<file path="src/inc/cfgld_pkg.sv">
// Constants and types of the configuration load port
// Behaviour
// (RL1) Hold load-active low until init ends
// (RL2) Other party pulls load-active low to start
// (RL3) Ignore configuration pins while select is high
// (RL4) Other party keeps select low during load
// (RL5) Three mode pins choose the load mode
// (RL6) Clock input modes 1,2,3,6; driven 1 MHz 4,5
// (RL7) Sample and change on load clock rise
// (RL8) Dual pins are config only while line low
// (RL9) Lowest data pin: serial stream or byte LSB
// (RL10) Upper data pins used only in parallel modes
// (RL11) Modes 1,2,5 drive 17-bit memory address
// (RL12) Address changes only after load clock rise
// (RL13) Optional active-low cascade select output
// (RL14) Compare mode writes nothing, compares RAM
// (RL15) Difference drives mismatch flag low
// (RL16) Mismatch flag registered, held until restart
// (RL17) Bitstream format errors also set mismatch
// (RL18) Compare and mismatch can be switched off
// (RL19) Partial reload leaves other array running
// (RL20) Header: preamble, null+preamble, two preambles
// (RL21) Power-up user pins: TTL input with pull-up
// (RL22) Release line only after whole stream taken
package cfgld_pkg;
    // ==========================================
    // Timing
    localparam int unsigned CLK_HZ = 25000000;
    localparam int unsigned LCLK_HZ = 1000000;
    localparam int unsigned LCLK_HALF_CYC = CLK_HZ / (2 * LCLK_HZ);
    localparam int unsigned INIT_NS = 10000;
    localparam int unsigned INIT_CYC = INIT_NS / (1000000000 / CLK_HZ);
    // ==========================================
    // Register map
    localparam logic [7:0] REG_CTRL = 8'h00;
    localparam logic [7:0] REG_LENGTH = 8'h04;
    localparam logic [7:0] REG_STATUS = 8'h08;
    localparam logic [7:0] REG_COUNT = 8'h0C;
    localparam logic [7:0] REG_IOCFG = 8'h10;
    localparam int CTRL_CMP_ALLOW = 0;
    localparam int CTRL_ERR_ALLOW = 1;
    localparam int CTRL_CASC_EN = 2;
    localparam logic [2:0] CTRL_RST = 3'h3;
    localparam logic [15:0] LENGTH_RST = 16'h1F8D;
    localparam int IOCFG_TTL = 0;
    localparam int IOCFG_PULLUP = 1;
    localparam int IOCFG_DRIVE = 2;
    localparam logic [2:0] IOCFG_RST = 3'h3;
    localparam logic [1:0] RESP_OKAY = 2'h0;
    localparam logic [1:0] RESP_SLVERR = 2'h2;
    // ==========================================
    // Bitstream
    localparam logic [7:0] PREAMBLE = 8'hA5;
    localparam logic [7:0] NULL_BYTE = 8'h00;
    localparam logic [2:0] MODE_PAR1 = 3'h1;
    localparam logic [2:0] MODE_PAR2 = 3'h2;
    localparam logic [2:0] MODE_SER3 = 3'h3;
    localparam logic [2:0] MODE_SER4 = 3'h4;
    localparam logic [2:0] MODE_PAR5 = 3'h5;
    localparam logic [2:0] MODE_PAR6 = 3'h6;
    // Sync vector: {cmp_n, upper[6:0], lsb, clk, mode[2:0], sel_n, act_n}
    localparam logic [14:0] SYNC_RST = 15'h4003;
    typedef enum logic [1:0] {ST_INIT, ST_REL, ST_WAIT, ST_LOAD} cfgld_state_e;
endpackage

</file>
<file path="src/cfgld_top.sv">
// Configuration load port with AXI4-Lite control registers
//
// Implementation choices: the placing of the registers and the AXI4-Lite register port.
`timescale 1ns/100ps
`default_nettype none
module cfgld_top import cfgld_pkg::*; #(
    parameter int CNT_W = 16,
    parameter int CRAM_AW = 14
) (
    input wire logic i_mclk,
    input wire logic i_rstn,
    input wire logic [7:0] s_axi_awaddr,
    input wire logic s_axi_awvalid,
    output logic s_axi_awready,
    input wire logic [31:0] s_axi_wdata,
    input wire logic [3:0] s_axi_wstrb,
    input wire logic s_axi_wvalid,
    output logic s_axi_wready,
    output logic [1:0] s_axi_bresp,
    output logic s_axi_bvalid,
    input wire logic s_axi_bready,
    input wire logic [7:0] s_axi_araddr,
    input wire logic s_axi_arvalid,
    output logic s_axi_arready,
    output logic [31:0] s_axi_rdata,
    output logic [1:0] s_axi_rresp,
    output logic s_axi_rvalid,
    input wire logic s_axi_rready,
    input wire logic i_load_active_n,
    output logic o_load_active_n,
    output logic o_load_active_oe,
    input wire logic i_load_sel_n,
    input wire logic [2:0] i_load_mode_sel,
    input wire logic i_load_clock,
    output logic o_load_clock,
    output logic o_load_clock_oe,
    input wire logic i_load_data_lsb,
    input wire logic [6:0] i_load_data_upper,
    output logic [16:0] o_prom_addr_out,
    output logic o_prom_addr_oe,
    output logic o_cascade_select_out_n,
    input wire logic i_compare_en_n,
    output logic o_mismatch_n,
    output logic o_mismatch_oe,
    output logic o_dual_cfg,
    output logic [CRAM_AW-1:0] o_cram_addr,
    output logic [7:0] o_cram_wdata,
    output logic o_cram_we,
    input wire logic [7:0] i_cram_rdata,
    output logic o_user_io_ttl,
    output logic o_user_io_pullup,
    output logic o_user_io_drive
);
    if (CNT_W < 15 || CNT_W > 16 || CRAM_AW < 1 || CRAM_AW > CNT_W) begin : g_chk
        $error("cfgld_top: unsupported CNT_W or CRAM_AW");
    end

    // ==========================================
    // Pin synchronisers
    logic [14:0] sync1_r;
    logic [14:0] sync2_r;
    logic lclk_d_r;
    always_ff @(posedge i_mclk or negedge i_rstn) begin
        if (!i_rstn) begin
            sync1_r <= SYNC_RST;
            sync2_r <= SYNC_RST;
            lclk_d_r <= 1'b0;
        end else begin
            sync1_r <= {i_compare_en_n, i_load_data_upper, i_load_data_lsb, i_load_clock,
                        i_load_mode_sel, i_load_sel_n, i_load_active_n};
            sync2_r <= sync1_r;
            lclk_d_r <= sync2_r[5];
        end
    end
    logic act_n_s;
    logic sel_n_s;
    logic [2:0] mode_s;
    logic lclk_s;
    logic lsb_s;
    logic [6:0] upper_s;
    logic cmp_n_s;
    assign act_n_s = sync2_r[0];
    assign sel_n_s = sync2_r[1];
    assign mode_s = sync2_r[4:2];
    assign lclk_s = sync2_r[5];
    assign lsb_s = sync2_r[6];
    assign upper_s = sync2_r[13:7];
    assign cmp_n_s = sync2_r[14];

    // ==========================================
    // Registers
    logic [2:0] ctrl_r;
    logic [15:0] len_r;
    logic [2:0] iocfg_r;
    cfgld_state_e st_r;
    logic [2:0] mode_r;
    logic cmp_r;
    logic done_r;
    logic mism_r;
    logic cfg_once_r;
    logic [CNT_W-1:0] idx_r;

    function automatic logic [31:0] merge(input logic [31:0] old, input logic [31:0] nw,
                                          input logic [3:0] strb);
        logic [31:0] res;
        res = old;
        for (int i = 0; i < 4; i++) begin
            if (strb[i]) begin
                res[i*8 +: 8] = nw[i*8 +: 8];
            end
        end
        return res;
    endfunction

    // ==========================================
    // AXI4-Lite write channel
    logic aw_hold_r;
    logic [7:0] awaddr_r;
    logic w_hold_r;
    logic [31:0] wdata_r;
    logic [3:0] wstrb_r;
    logic bvalid_r;
    logic [1:0] bresp_r;
    logic wr_go;
    assign s_axi_awready = !aw_hold_r && !bvalid_r;
    assign s_axi_wready = !w_hold_r && !bvalid_r;
    assign s_axi_bvalid = bvalid_r;
    assign s_axi_bresp = bresp_r;
    assign wr_go = aw_hold_r && w_hold_r && !bvalid_r;

    always_ff @(posedge i_mclk or negedge i_rstn) begin
        if (!i_rstn) begin
            aw_hold_r <= 1'b0;
            awaddr_r <= 8'h00;
            w_hold_r <= 1'b0;
            wdata_r <= 32'h0000_0000;
            wstrb_r <= 4'h0;
            bvalid_r <= 1'b0;
            bresp_r <= RESP_OKAY;
        end else begin
            if (s_axi_awvalid && s_axi_awready) begin
                aw_hold_r <= 1'b1;
                awaddr_r <= s_axi_awaddr;
            end
            if (s_axi_wvalid && s_axi_wready) begin
                w_hold_r <= 1'b1;
                wdata_r <= s_axi_wdata;
                wstrb_r <= s_axi_wstrb;
            end
            if (wr_go) begin
                aw_hold_r <= 1'b0;
                w_hold_r <= 1'b0;
                bvalid_r <= 1'b1;
                case ({awaddr_r[7:2], 2'b00})
                    REG_CTRL, REG_LENGTH, REG_STATUS, REG_COUNT, REG_IOCFG: bresp_r <= RESP_OKAY;
                    default: bresp_r <= RESP_SLVERR;
                endcase
            end else if (bvalid_r && s_axi_bready) begin
                bvalid_r <= 1'b0;
            end
        end
    end

    // Control registers steer the load logic
    logic [31:0] ctrl_m;
    logic [31:0] len_m;
    logic [31:0] io_m;
    assign ctrl_m = merge({29'h0, ctrl_r}, wdata_r, wstrb_r);
    assign len_m = merge({16'h0, len_r}, wdata_r, wstrb_r);
    assign io_m = merge({29'h0, iocfg_r}, wdata_r, wstrb_r);
    always_ff @(posedge i_mclk or negedge i_rstn) begin
        if (!i_rstn) begin
            ctrl_r <= CTRL_RST;
            len_r <= LENGTH_RST;
            iocfg_r <= IOCFG_RST;
        end else if (wr_go) begin
            if ({awaddr_r[7:2], 2'b00} == REG_CTRL) begin
                ctrl_r <= ctrl_m[2:0]; // see (RL18)
            end
            if ({awaddr_r[7:2], 2'b00} == REG_LENGTH) begin
                len_r <= len_m[15:0];
            end
            if ({awaddr_r[7:2], 2'b00} == REG_IOCFG) begin
                iocfg_r <= io_m[2:0];
            end
        end
    end

    // ==========================================
    // AXI4-Lite read channel
    logic rvalid_r;
    logic [31:0] rdata_r;
    logic [1:0] rresp_r;
    assign s_axi_arready = !rvalid_r;
    assign s_axi_rvalid = rvalid_r;
    assign s_axi_rdata = rdata_r;
    assign s_axi_rresp = rresp_r;
    always_ff @(posedge i_mclk or negedge i_rstn) begin
        if (!i_rstn) begin
            rvalid_r <= 1'b0;
            rdata_r <= 32'h0000_0000;
            rresp_r <= RESP_OKAY;
        end else if (s_axi_arvalid && s_axi_arready) begin
            rvalid_r <= 1'b1;
            rresp_r <= RESP_OKAY;
            case ({s_axi_araddr[7:2], 2'b00})
                REG_CTRL: rdata_r <= {29'h0, ctrl_r};
                REG_LENGTH: rdata_r <= {16'h0, len_r};
                REG_STATUS: rdata_r <= {21'h0, mode_r, 2'b00, cmp_r, done_r, mism_r,
                                        cfg_once_r, st_r};
                REG_COUNT: rdata_r <= {{(32 - CNT_W){1'b0}}, idx_r};
                REG_IOCFG: rdata_r <= {29'h0, iocfg_r};
                default: begin
                    rdata_r <= 32'h0000_0000;
                    rresp_r <= RESP_SLVERR;
                end
            endcase
        end else if (rvalid_r && s_axi_rready) begin
            rvalid_r <= 1'b0;
        end
    end

    // ==========================================
    // Load sequencing
    logic [8:0] init_cnt_r;
    logic [1:0] hdr;
    logic [15:0] total;
    logic par_mode;
    logic addr_mode;
    logic int_clk;
    logic start;
    logic last_byte;
    logic byte_vld_r;
    logic [7:0] byte_r;
    always_comb begin
        par_mode = (mode_r == MODE_PAR1) || (mode_r == MODE_PAR2) || (mode_r == MODE_PAR5) ||
                   (mode_r == MODE_PAR6); // see (RL5)
        addr_mode = (mode_r == MODE_PAR1) || (mode_r == MODE_PAR2) ||
                    (mode_r == MODE_PAR5); // see (RL11)
        int_clk = (mode_r == MODE_SER4) || (mode_r == MODE_PAR5); // see (RL6)
        hdr = par_mode && (mode_r != MODE_PAR6) ? 2'd1 : 2'd2; // see (RL20)
    end
    assign total = len_r + {14'h0, hdr} - 16'h0001; // see (RL20)
    // Start only when this device is selected and the mode is a real one
    assign start = (st_r == ST_WAIT) && !act_n_s && !sel_n_s &&
                   (mode_s != 3'h0) && (mode_s != 3'h7); // see (RL2) (RL3) (RL5)
    assign last_byte = byte_vld_r && ({{(16 - CNT_W){1'b0}}, idx_r} == total - 16'h0001);

    always_ff @(posedge i_mclk or negedge i_rstn) begin
        if (!i_rstn) begin
            st_r <= ST_INIT;
            init_cnt_r <= 9'h000;
            done_r <= 1'b0;
            cfg_once_r <= 1'b0;
        end else begin
            case (st_r)
                ST_INIT: begin
                    init_cnt_r <= init_cnt_r + 9'h001;
                    if (init_cnt_r == 9'(INIT_CYC - 1)) begin
                        st_r <= ST_REL; // see (RL1)
                    end
                end
                ST_REL: begin
                    if (act_n_s) begin
                        st_r <= ST_WAIT;
                    end
                end
                ST_WAIT: begin
                    if (start) begin
                        st_r <= ST_LOAD;
                        done_r <= 1'b0;
                    end
                end
                ST_LOAD: begin
                    if (last_byte) begin
                        st_r <= ST_REL; // see (RL22)
                        done_r <= 1'b1;
                        cfg_once_r <= 1'b1;
                    end
                end
                default: st_r <= ST_INIT;
            endcase
        end
    end

    // Mode and compare choice are caught at the start of a load
    always_ff @(posedge i_mclk or negedge i_rstn) begin
        if (!i_rstn) begin
            mode_r <= 3'h0;
            cmp_r <= 1'b0;
        end else if (start) begin
            mode_r <= mode_s; // see (RL5)
            cmp_r <= !cmp_n_s && ctrl_r[CTRL_CMP_ALLOW]; // see (RL14) (RL18)
        end
    end

    // Line held low in init and for the whole load
    assign o_load_active_n = 1'b0;
    assign o_load_active_oe = (st_r == ST_INIT) || (st_r == ST_LOAD); // see (RL1) (RL22)
    assign o_dual_cfg = !act_n_s; // see (RL8)

    // ==========================================
    // Load clock
    logic [4:0] div_r;
    logic lclk_out_r;
    logic int_rise;
    logic lclk_rise;
    assign int_rise = (div_r == 5'(LCLK_HALF_CYC - 1)) && !lclk_out_r;
    always_ff @(posedge i_mclk or negedge i_rstn) begin
        if (!i_rstn) begin
            div_r <= 5'h00;
            lclk_out_r <= 1'b0;
        end else if ((st_r == ST_LOAD && int_clk) || lclk_out_r) begin
            if (div_r == 5'(LCLK_HALF_CYC - 1)) begin
                div_r <= 5'h00;
                lclk_out_r <= !lclk_out_r; // see (RL6)
            end else begin
                div_r <= div_r + 5'h01;
            end
        end else begin
            div_r <= 5'h00;
            lclk_out_r <= 1'b0;
        end
    end
    assign o_load_clock = lclk_out_r;
    assign o_load_clock_oe = (st_r == ST_LOAD) && int_clk; // see (RL6)
    // Rising edges only, and none while deselected
    assign lclk_rise = (st_r == ST_LOAD) && !sel_n_s &&
                       (int_clk ? int_rise : (lclk_s && !lclk_d_r)); // see (RL3) (RL4) (RL7)

    // ==========================================
    // Byte capture
    logic [2:0] bit_cnt_r;
    logic [7:0] shift_r;
    always_ff @(posedge i_mclk or negedge i_rstn) begin
        if (!i_rstn) begin
            bit_cnt_r <= 3'h0;
            shift_r <= 8'h00;
            byte_vld_r <= 1'b0;
            byte_r <= 8'h00;
        end else begin
            byte_vld_r <= 1'b0;
            if (start) begin
                bit_cnt_r <= 3'h0;
            end else if (lclk_rise) begin
                if (par_mode) begin
                    byte_r <= {upper_s, lsb_s}; // see (RL9) (RL10)
                    byte_vld_r <= 1'b1;
                end else begin
                    // Serial: lowest pin only, first bit is the byte LSB
                    shift_r <= {lsb_s, shift_r[7:1]}; // see (RL9) (RL10)
                    bit_cnt_r <= bit_cnt_r + 3'h1;
                    if (bit_cnt_r == 3'h7) begin
                        byte_r <= {lsb_s, shift_r[7:1]};
                        byte_vld_r <= 1'b1;
                    end
                end
            end
        end
    end

    // ==========================================
    // Header check, RAM write or compare, address
    logic pay_vld_r;
    logic [CRAM_AW-1:0] cram_addr_r;
    logic [7:0] cram_data_r;
    logic hdr_err_r;
    logic [16:0] prom_addr_r;
    logic is_hdr;
    logic [7:0] hdr_exp;
    logic [15:0] pay_idx;
    logic cmp_miss;
    assign is_hdr = {{(16 - CNT_W){1'b0}}, idx_r} < {14'h0, hdr};
    assign hdr_exp = (!par_mode && idx_r == '0) ? NULL_BYTE : PREAMBLE; // see (RL20)
    assign pay_idx = {{(16 - CNT_W){1'b0}}, idx_r} - {14'h0, hdr};
    assign cmp_miss = pay_vld_r && cmp_r && (i_cram_rdata != cram_data_r); // see (RL14)

    always_ff @(posedge i_mclk or negedge i_rstn) begin
        if (!i_rstn) begin
            idx_r <= '0;
            pay_vld_r <= 1'b0;
            cram_addr_r <= '0;
            cram_data_r <= 8'h00;
            hdr_err_r <= 1'b0;
            prom_addr_r <= 17'h00000;
        end else begin
            pay_vld_r <= 1'b0;
            hdr_err_r <= 1'b0;
            if (start) begin
                idx_r <= '0;
                prom_addr_r <= 17'h00000;
            end else if (byte_vld_r) begin
                idx_r <= idx_r + 1'b1;
                prom_addr_r <= prom_addr_r + 17'h00001; // see (RL12)
                if (is_hdr) begin
                    hdr_err_r <= byte_r != hdr_exp; // see (RL17)
                end else begin
                    // Only the addressed words change; the array keeps running
                    pay_vld_r <= 1'b1; // see (RL19)
                    cram_addr_r <= pay_idx[CRAM_AW-1:0];
                    cram_data_r <= byte_r;
                end
            end
        end
    end
    assign o_cram_addr = cram_addr_r;
    assign o_cram_wdata = cram_data_r;
    assign o_cram_we = pay_vld_r && !cmp_r; // see (RL14)
    assign o_prom_addr_out = prom_addr_r;
    assign o_prom_addr_oe = (st_r == ST_LOAD) && addr_mode; // see (RL11)

    // ==========================================
    // Mismatch flag and cascade select
    logic cascade_select_out_n_n_r;
    always_ff @(posedge i_mclk or negedge i_rstn) begin
        if (!i_rstn) begin
            mism_r <= 1'b0;
        end else if (ctrl_r[CTRL_ERR_ALLOW] && (cmp_miss || hdr_err_r)) begin
            mism_r <= 1'b1; // see (RL15) (RL17)
        end else if (start) begin
            mism_r <= 1'b0; // see (RL16)
        end
    end
    assign o_mismatch_n = !mism_r;
    assign o_mismatch_oe = o_dual_cfg && ctrl_r[CTRL_ERR_ALLOW]; // see (RL18)

    always_ff @(posedge i_mclk or negedge i_rstn) begin
        if (!i_rstn) begin
            cascade_select_out_n_n_r <= 1'b1;
        end else begin
            cascade_select_out_n_n_r <= !(ctrl_r[CTRL_CASC_EN] && done_r && !sel_n_s && !start); // see (RL13)
        end
    end
    assign o_cascade_select_out_n = cascade_select_out_n_n_r;

    // User pins stay TTL inputs with pull-up until the first load ends
    assign o_user_io_ttl = cfg_once_r ? iocfg_r[IOCFG_TTL] : 1'b1; // see (RL21)
    assign o_user_io_pullup = cfg_once_r ? iocfg_r[IOCFG_PULLUP] : 1'b1;
    assign o_user_io_drive = cfg_once_r ? iocfg_r[IOCFG_DRIVE] : 1'b0;
endmodule
`default_nettype wire

</file>
<file path="config.mk">
export PLATFORM = sky130hd
export DESIGN_NAME = cfgld_top
export DESIGN_NICKNAME = d
export VERILOG_FILES = /design/src/inc/cfgld_pkg.sv /design/src/cfgld_top.sv
export SDC_FILE = /design/constraint.sdc
export NUM_CORES = 1
export LEC_CHECK = 0
export BUFFER_PORTS_ARGS = -buffer_cell sky130_fd_sc_hd__clkbuf_2
export CAP_MARGIN = 20
export CELL_PAD_IN_SITES_DETAIL_PLACEMENT = 1
export CELL_PAD_IN_SITES_GLOBAL_PLACEMENT = 1
export CORE_ASPECT_RATIO = 2
export CORE_MARGIN = 2
export CORE_UTILIZATION = 44
export CTS_BUF_LIST = sky130_fd_sc_hd__clkbuf_16
export CTS_CLUSTER_DIAMETER = 100
export CTS_CLUSTER_SIZE = 14
export DETAILED_ROUTE_END_ITERATION = 8
export PLACE_DENSITY = 0.85
export SYNTH_ARGS = -nofsm -noshare
export SYNTH_HDL_FRONTEND = slang
export SYNTH_SLANG_ARGS = --single-unit
export TNS_END_PERCENT = 20
</file>
<file path="constraint.sdc">
create_clock -name i_mclk -period 5 [get_ports i_mclk]
set_input_delay 0.75 -clock i_mclk [delete_from_list [all_inputs] [get_ports i_mclk]]
set_output_delay 0.75 -clock i_mclk [all_outputs]
set_load 0.05 [all_outputs]
</file>
==> results.txt, run 1 <==
Outcome: complete, no violations
Power per cell area: 510 nW/µm²
Core Util, Final: 51.2%
Starting density of the core: 44.7%
CTS Hold Buffers Added: 0
WL/cell: 19.5 µm
DP Wirelength: 19200 µm
Vias in the first global route: 8013
DRC: 0
Complex-gate fraction of the synthesized area: 9.14%
Data arrival, critical path: 4.40 ns
Iteration-0 DRC Markers: 266
CP Launch Type: flop
Synth cell types: 66
Antenna viol nets, final: 0
Yosys Warn Count: 0
CP Capture Type: flop
CTS sink cnt: 200
Hold Crit Class: flop to flop
Async SR Flop Fraction: 100%
Period utilization: 80.4%
Clk_skew: 0.0101 ns
Worst relative slew slack: 32.2%
Commonest non-fill, non-tap cell in the layout: dfrtp_1
TritonRoute pass-1 iters: 4
Critical path fanouts, max: 8
Clk slew on worst S/H paths: 0.07 ns
Max stage delay cell, worst path: or4_1
Post-synthesis register bit count: 200
Die Ht: 215 µm
Main combinational cell family by area after synthesis: simple AND/OR/NAND/NOR gates
Max cap viols: 0
Proportion of layout cells with a drive suffix above 1: 24.7%
Simple-gate share of the synthesized area: 13.3%
Die area: 23600 µm²
Hold slack: 0.349 ns
DR vias/cell: 5.47
Setup CP Type: flop to flop
Fmax: 249 MHz
First-pass GRT wire length: 41700 µm
P_leak: 5.46 nW
# setup viols final: 0
Synth top area cells: dfrtp_1 (46%), mux2_2 (6.2%), dfstp_2 (5.4%)
Post-CTS Setup Inserts: 0
Mapped Cells: 911
Port Buffers: 133
Fin nets: 1138
Final Hold Fails: 0
Clock Path Buffers: 2
Initial antenna violation count: 1
Area Growth Syn to Fin: 14.6%
Die Wd: 110 µm
Post-synthesis sequential area ratio: 51.2%
I/O pins: 175
Clock Latency Late Sink: 0.45 ns
Num CTS Buffers: 17
CP top delay family: simple AND/OR/NAND/NOR gates
Mapped cell area: 9820 µm²
Number of cell rows: 77
CP peak stage delay: 0.67 ns
Yosys top cell by area: dfrtp_1
Post-synth EDFFs: 0
Most frequent cells in the layout: dfrtp_1 (180), clkbuf_2 (132), nor2_1 (92)
Tmin final: 4.02 ns
RD Place Congestion: 0.860
Final Instance Area: 11300 µm²
WP buf/inv: 3
Core Region: 22000 µm²
Via count: 7207
Root buf cell: clkbuf_16
CTS resizes: 0
Mux cell area share after synthesis: 10.0%
H-tree lvl count: 4
Syn avg cell area: 10.8 µm²
Setup_tns: 0 ns
WP data required: 5.38 ns
Worst path cell trace: nand2b_1 -> mux2i_1 -> buf_4 -> ha_1 -> inv_1 -> ha_1 -> inv_1 -> fa_1 -> nor2b_1 -> o21bai_1 -> a21oi_1 -> a311oi_2 -> xnor2_1 -> or4_1 -> nor4_1 -> nand3b_1
Worst slew pin tran: 1.02 ns
Post-synthesis xor/xnor area fraction: 7.75%
GRT overflow: 0
Overall Global Routing Usage: 23.2%
Synth Flop Type: dfrtp_1
Max rail drop VDD: 0.000412 V
Largest net degree at the start of global routing: 102
DRT Wirelength: 25600 µm
Synth top area share: 45.9%
Slew Viols, Final: 0
DP Area: 10700 µm²
RSZ-0062 raised after global routing: false
CTS tree: built
Synth Area in Adders: 3.77%
-- sequential cells by signal (all words and copies together), names as in the netlist, 8 cells and up --
signal and cells:
o_cram_wdata 8, wdata_r 16, idx_r 16, o_cram_addr 14, byte_r 8, sync2_r 15, sync1_r 15, s_axi_rdata 16
o_prom_addr_out 17, init_cnt_r 9, len_r 16
-- worst reg2reg max path, stage by stage (launching register included) --
cell,delay (ns)
dfrtp_1,0.42
nand2b_1,0.16
mux2i_1,0.13
buf_4,0.18
ha_1,0.24
inv_1,0.06
ha_1,0.16
inv_1,0.06
fa_1,0.40
nor2b_1,0.17
o21bai_1,0.13
a21oi_1,0.34
a311oi_2,0.16
xnor2_1,0.16
or4_1,0.67
nor4_1,0.33
nand3b_1,0.17
-- synthesized netlist by cell type (all sizes together), types with 5 or more instances --
cell type / n
mux2i: 22
nand2b: 6
ha: 28
o22a: 5
mux2: 68
o21ai: 31
a21oi: 44
clkbuf: 24
inv: 36
a22oi: 13
nor2b: 10
nand3: 22
nand4: 16
dfstp: 20
nand2: 64
xnor2: 45
and2: 10
buf: 36
nor4: 12
a21o: 9
xor2: 41
or3: 5
and3: 11
nor2: 92
dfrtp: 180
nor3: 11
-- per-layer routing --
| metal | vias to the layer above | GRT usage (%) | routed length (µm) |
|---|---|---|---|
| li1 | 3320 | - | - |
| met1 | 3674 | 25.0 | 9070 |
| met2 | 161 | 42.4 | 14600 |
| met3 | 52 | 4.46 | 890 |
| met4 | 0 | 10.6 | 1020 |
| met5 | - | 0 | 0 |
-- per-stage QoR --
| stage | power (W) | instances | setup WS (ns) |
|---|---|---|---|
| detailed placement | 0.00429 | 1284 | 1.06 |
| global route | 0.00608 | 1317 | 0.772 |
| CTS | 0.00578 | 1316 | 0.960 |
| finish | 0.00574 | 1317 | 0.978 |
| floorplan | 0.00381 | 929 | 1.39 |
| global placement | 0.00421 | 1284 | 1.22 |
-- cell families (layout without fill, tap and decap cells) --
kind of cell	count (synthesis)	count (layout)
and+or+nand+nor	273	273
DFF	200	200
AOI/OAI and AO/OA	136	136
buffers and inverters	96	207
muxes	90	90
xor gates and xnor gates	86	86
adders and majority gates	29	29
other	1	20
-- area by class of cell --
type                    instances  area, µm²
repair buffers                139        732
diodes                          1       2.50
fillers                      2443      10700
flip-flops and latches        200       5030
clock buffers                  17        425
multi-input cells             633       4410
well taps                     276        345
clock inverters                15        176
inverters                      36        135
-- path summary, 6_finish.rpt --
check / endpoint / start / slack, ns / cells past startpoint
setup / recovery: st_r[1] / mode_r[2] / 0.98 / 16
hold / removal: sync2_r[4] / sync1_r[4] / 0.35 / 0
setup reg to reg: st_r[1] / mode_r[2] / 0.98 / 16
hold reg to reg: sync2_r[4] / sync1_r[4] / 0.35 / 0
max in group asynchronous: len_r[7] / i_rstn / 3.55 / 2
min in group asynchronous: o_cram_wdata[7] / i_rstn / 0.40 / 1
-- power breakdown --
group	internal (W)	switching, W	leakage, nW
registers	0.00186	0.000204	2.57
clock network	0.000790	0.000633	0.291
logic	0.000959	0.00130	2.60
(Power assumes the default switching activity.)
==> run 2, diff against run 1 <==
Settings changed: ABC_AREA from default to 1, CORE_UTILIZATION 44 to 38, PLACE_DENSITY 0.85 to 0.82.
Clock period 5 ns to 3.3 ns, I/O delays scaled along.
==> results.txt, run 2 <==
H-tree lvl count: 4
Worst path cell trace: inv_2 -> nand2_2 -> o21ai_4 -> ha_1 -> inv_1 -> ha_1 -> inv_1 -> fa_2 -> xor2_1 -> nand3_1 -> nor2_1 -> nand3_1 -> nor2_1 -> nand3_1 -> nor2_2 -> nand2_2 -> nand2_4 -> nand2_1 -> nand2_1 -> nand2_1
Synth top area share: 44.8%
Largest net degree at the start of global routing: 90
Via count: 8519
Logic gate share of total power: 40.7%
Num CTS Buffers: 17
Clock Path Buffers: 2
Worst slew pin tran: 0.770 ns
RSZ-0062 raised after global routing: false
Commonest cells in the netlist: nand2_1 (245), inv_1 (181), dfrtp_1 (180), nor2_1 (114), o21ai_0 (94)
Post-synthesis sequential area ratio: 50.1%
Overall Global Routing Usage: 21.3%
WP data required: 3.64 ns
Mapped cell area: 10000 µm²
Count leader, synth: nand2_1
RD Place Congestion: 0.894
CP peak stage delay: 0.53 ns
DP Area: 11100 µm²
Fmax: 328 MHz
Clock share of power: 23.7%
Max cap viols: 0
P_leak: 5.83 nW
Net Sw Frac: 40.3%
Syn avg cell area: 8.39 µm²
Internal power: 0.00495 W
Root buf cell: clkbuf_16
Tmin final: 3.05 ns
Final Hold Fails: 0
Initial antenna violation count: 0
I/O pins: 175
Post-Place Setup Slack: 0.0404 ns
Period utilization: 92.3%
First-pass GRT wire length: 46000 µm
Commonest non-fill, non-tap cell in the layout: nand2_1
Number of fill cells: 3192
CTS tree: built
Placed Cells: 1662
Yosys top cell by area: dfrtp_1
Switching power: 0.00335 W
Clk slew on worst S/H paths: 0.07 ns
Outcome: complete, no violations
Port Buffers: 133
CP Launch Type: flop
WL/cell: 16.8 µm
Setup_tns: 0 ns
Proportion of layout cells with a drive suffix above 1: 18.1%
Starting density of the core: 38.4%
Seq pwr share: 35.7%
Critical path fanouts, max: 5
# diodes: 0
DR vias/cell: 5.03
GRT overflow: 0
Yosys Warn Count: 0
Post-synthesis register bit count: 200
Max reg flops: 17
Core Region: 26200 µm²
Most frequent cells in the layout: nand2_1 (242), inv_1 (184), dfrtp_1 (180)
Hold Crit Class: primary input to async pin
Max rail drop VDD: 0.000463 V
Non-filler cells, final: 1695
Synth cell types: 49
Synth top area cells: dfrtp_1 (45%), nand2_1 (9.2%), inv_1 (6.8%)
Area Growth Syn to Fin: 15.7%
Number of cell rows: 84
Worst relative slew slack: 48.6%
CP top delay family: simple AND/OR/NAND/NOR gates
DRT Wirelength: 28600 µm
Antenna viol nets, final: 0
DRC: 0
Clock Latency Late Sink: 0.45 ns
Min setup slack post-route: 0.253 ns
CP Capture Type: flop
Total Power: 0.00830 W
Iteration-0 DRC Markers: 340
Fin nets: 1449
WP buf/inv: 3
# setup viols final: 0
Die area: 27800 µm²
DP Wirelength: 22500 µm
CTS sink cnt: 200
Mapped Cells: 1198
CTS Hold Buffers Added: 0
Max stage delay cell, worst path: fa_2
Clk_skew: 0.0148 ns
Final Instance Area: 11600 µm²
Die Wd: 119 µm
Post-synth EDFFs: 0
Async SR Flop Fraction: 100%
Power per cell area: 714 nW/µm²
Synth Flop Type: dfrtp_1
Data arrival, critical path: 3.39 ns
TritonRoute pass-1 iters: 4
Vias in the first global route: 9110
Slew Viols, Final: 0
Setup CP Type: flop to flop
Die Ht: 234 µm
run 2: cell types whose count changed in the layout (fill, tap and decap cells not counted), sizes merged, moves of 26 or more:
cell	before	now
nand3	22	54
xnor2	45	13
o21ai	31	108
mux2	68	5
a21oi	44	70
inv	41	193
nand2	64	249
run 2: power by group through the flow:
stage | Combinational (W) | Clock, W | Sequential, W
3_5_place_dp | 0.00331 | 0 | 0.00301
6_report | 0.00338 | 0.00197 | 0.00296
5_1_grt | 0.00386 | 0.00212 | 0.00299
2_1_floorplan | 0.00247 | 0 | 0.00302
4_1_cts | 0.00333 | 0.00203 | 0.00296
3_3_place_gp | 0.00320 | 0 | 0.00299
run 2: cells by family (layout without fill, tap and decap cells):
family	count (synthesis)	in the layout	synth area share (%)
AND/OR/NAND/NOR	476	476	20.1
flip-flops	200	200	50.1
AO/OA/AOI/OAI	221	221	12.8
buffers and inverters	231	366	9.69
multiplexers	5	5	0.560
other	1	19	0.0373
adder cells (fa/ha/maj)	29	29	3.69
XOR/XNOR	35	35	3.05
run 2: worst paths after layout:
kind,slack [ns],endpoint,cells after the start,startpoint
worst max-delay path,0.25,st_r[1],20,mode_r[0]
worst min-delay path,0.08,awaddr_r[6],1,i_rstn
worst max register to register,0.25,st_r[1],20,mode_r[0]
worst min register to register,0.35,sync2_r[9],0,sync1_r[9]
max in group asynchronous,2.32,sync2_r[14],2,i_rstn
min in group i_mclk,0.13,sync1_r[14],1,i_compare_en_n
run 2: layout make-up:
cell class / count / area, µm² / area share (%)
flip-flops and latches: 200 / 5030 / 43.3
inverters: 188 / 708 / 6.09
well taps: 344 / 430 / 3.70
clock buffers: 17 / 425 / 3.66
repair buffers: 146 / 785 / 6.75
clock inverters: 15 / 119 / 1.02
multi-input cells: 785 / 4130 / 35.5
run 2: repair_timing:
item,CTS,global route
resized for setup,0,8
setup buffers,0,1
endpoints found under the setup margin,0,4
run 2: worst reg2reg max path, cell delays in order, from the launching register on:
cell	delay, ns
dfrtp_1	0.40
inv_2	0.08
nand2_2	0.09
o21ai_4	0.16
ha_1	0.24
inv_1	0.06
ha_1	0.16
inv_1	0.06
fa_2	0.53
xor2_1	0.17
nand3_1	0.09
nor2_1	0.10
nand3_1	0.09
nor2_1	0.11
nand3_1	0.11
nor2_2	0.11
nand2_2	0.10
nand2_4	0.10
nand2_1	0.08
nand2_1	0.08
nand2_1	0.05
run 2: metal layers:
metal  wire (µm)  track usage (%)
met5           0                0
met2       16600             42.9
met4        1320             11.3
met3         765             3.48
met1        9830             20.1
run 2: per-stage QoR:
stage	util [%]	hold WS, ns
after floorplan	-	0.199
after global placement	42.3	0.332
after detailed placement	42.3	0.336
after CTS	44.3	0.0976
after global routing	44.4	0.107
final	44.4	0.0833
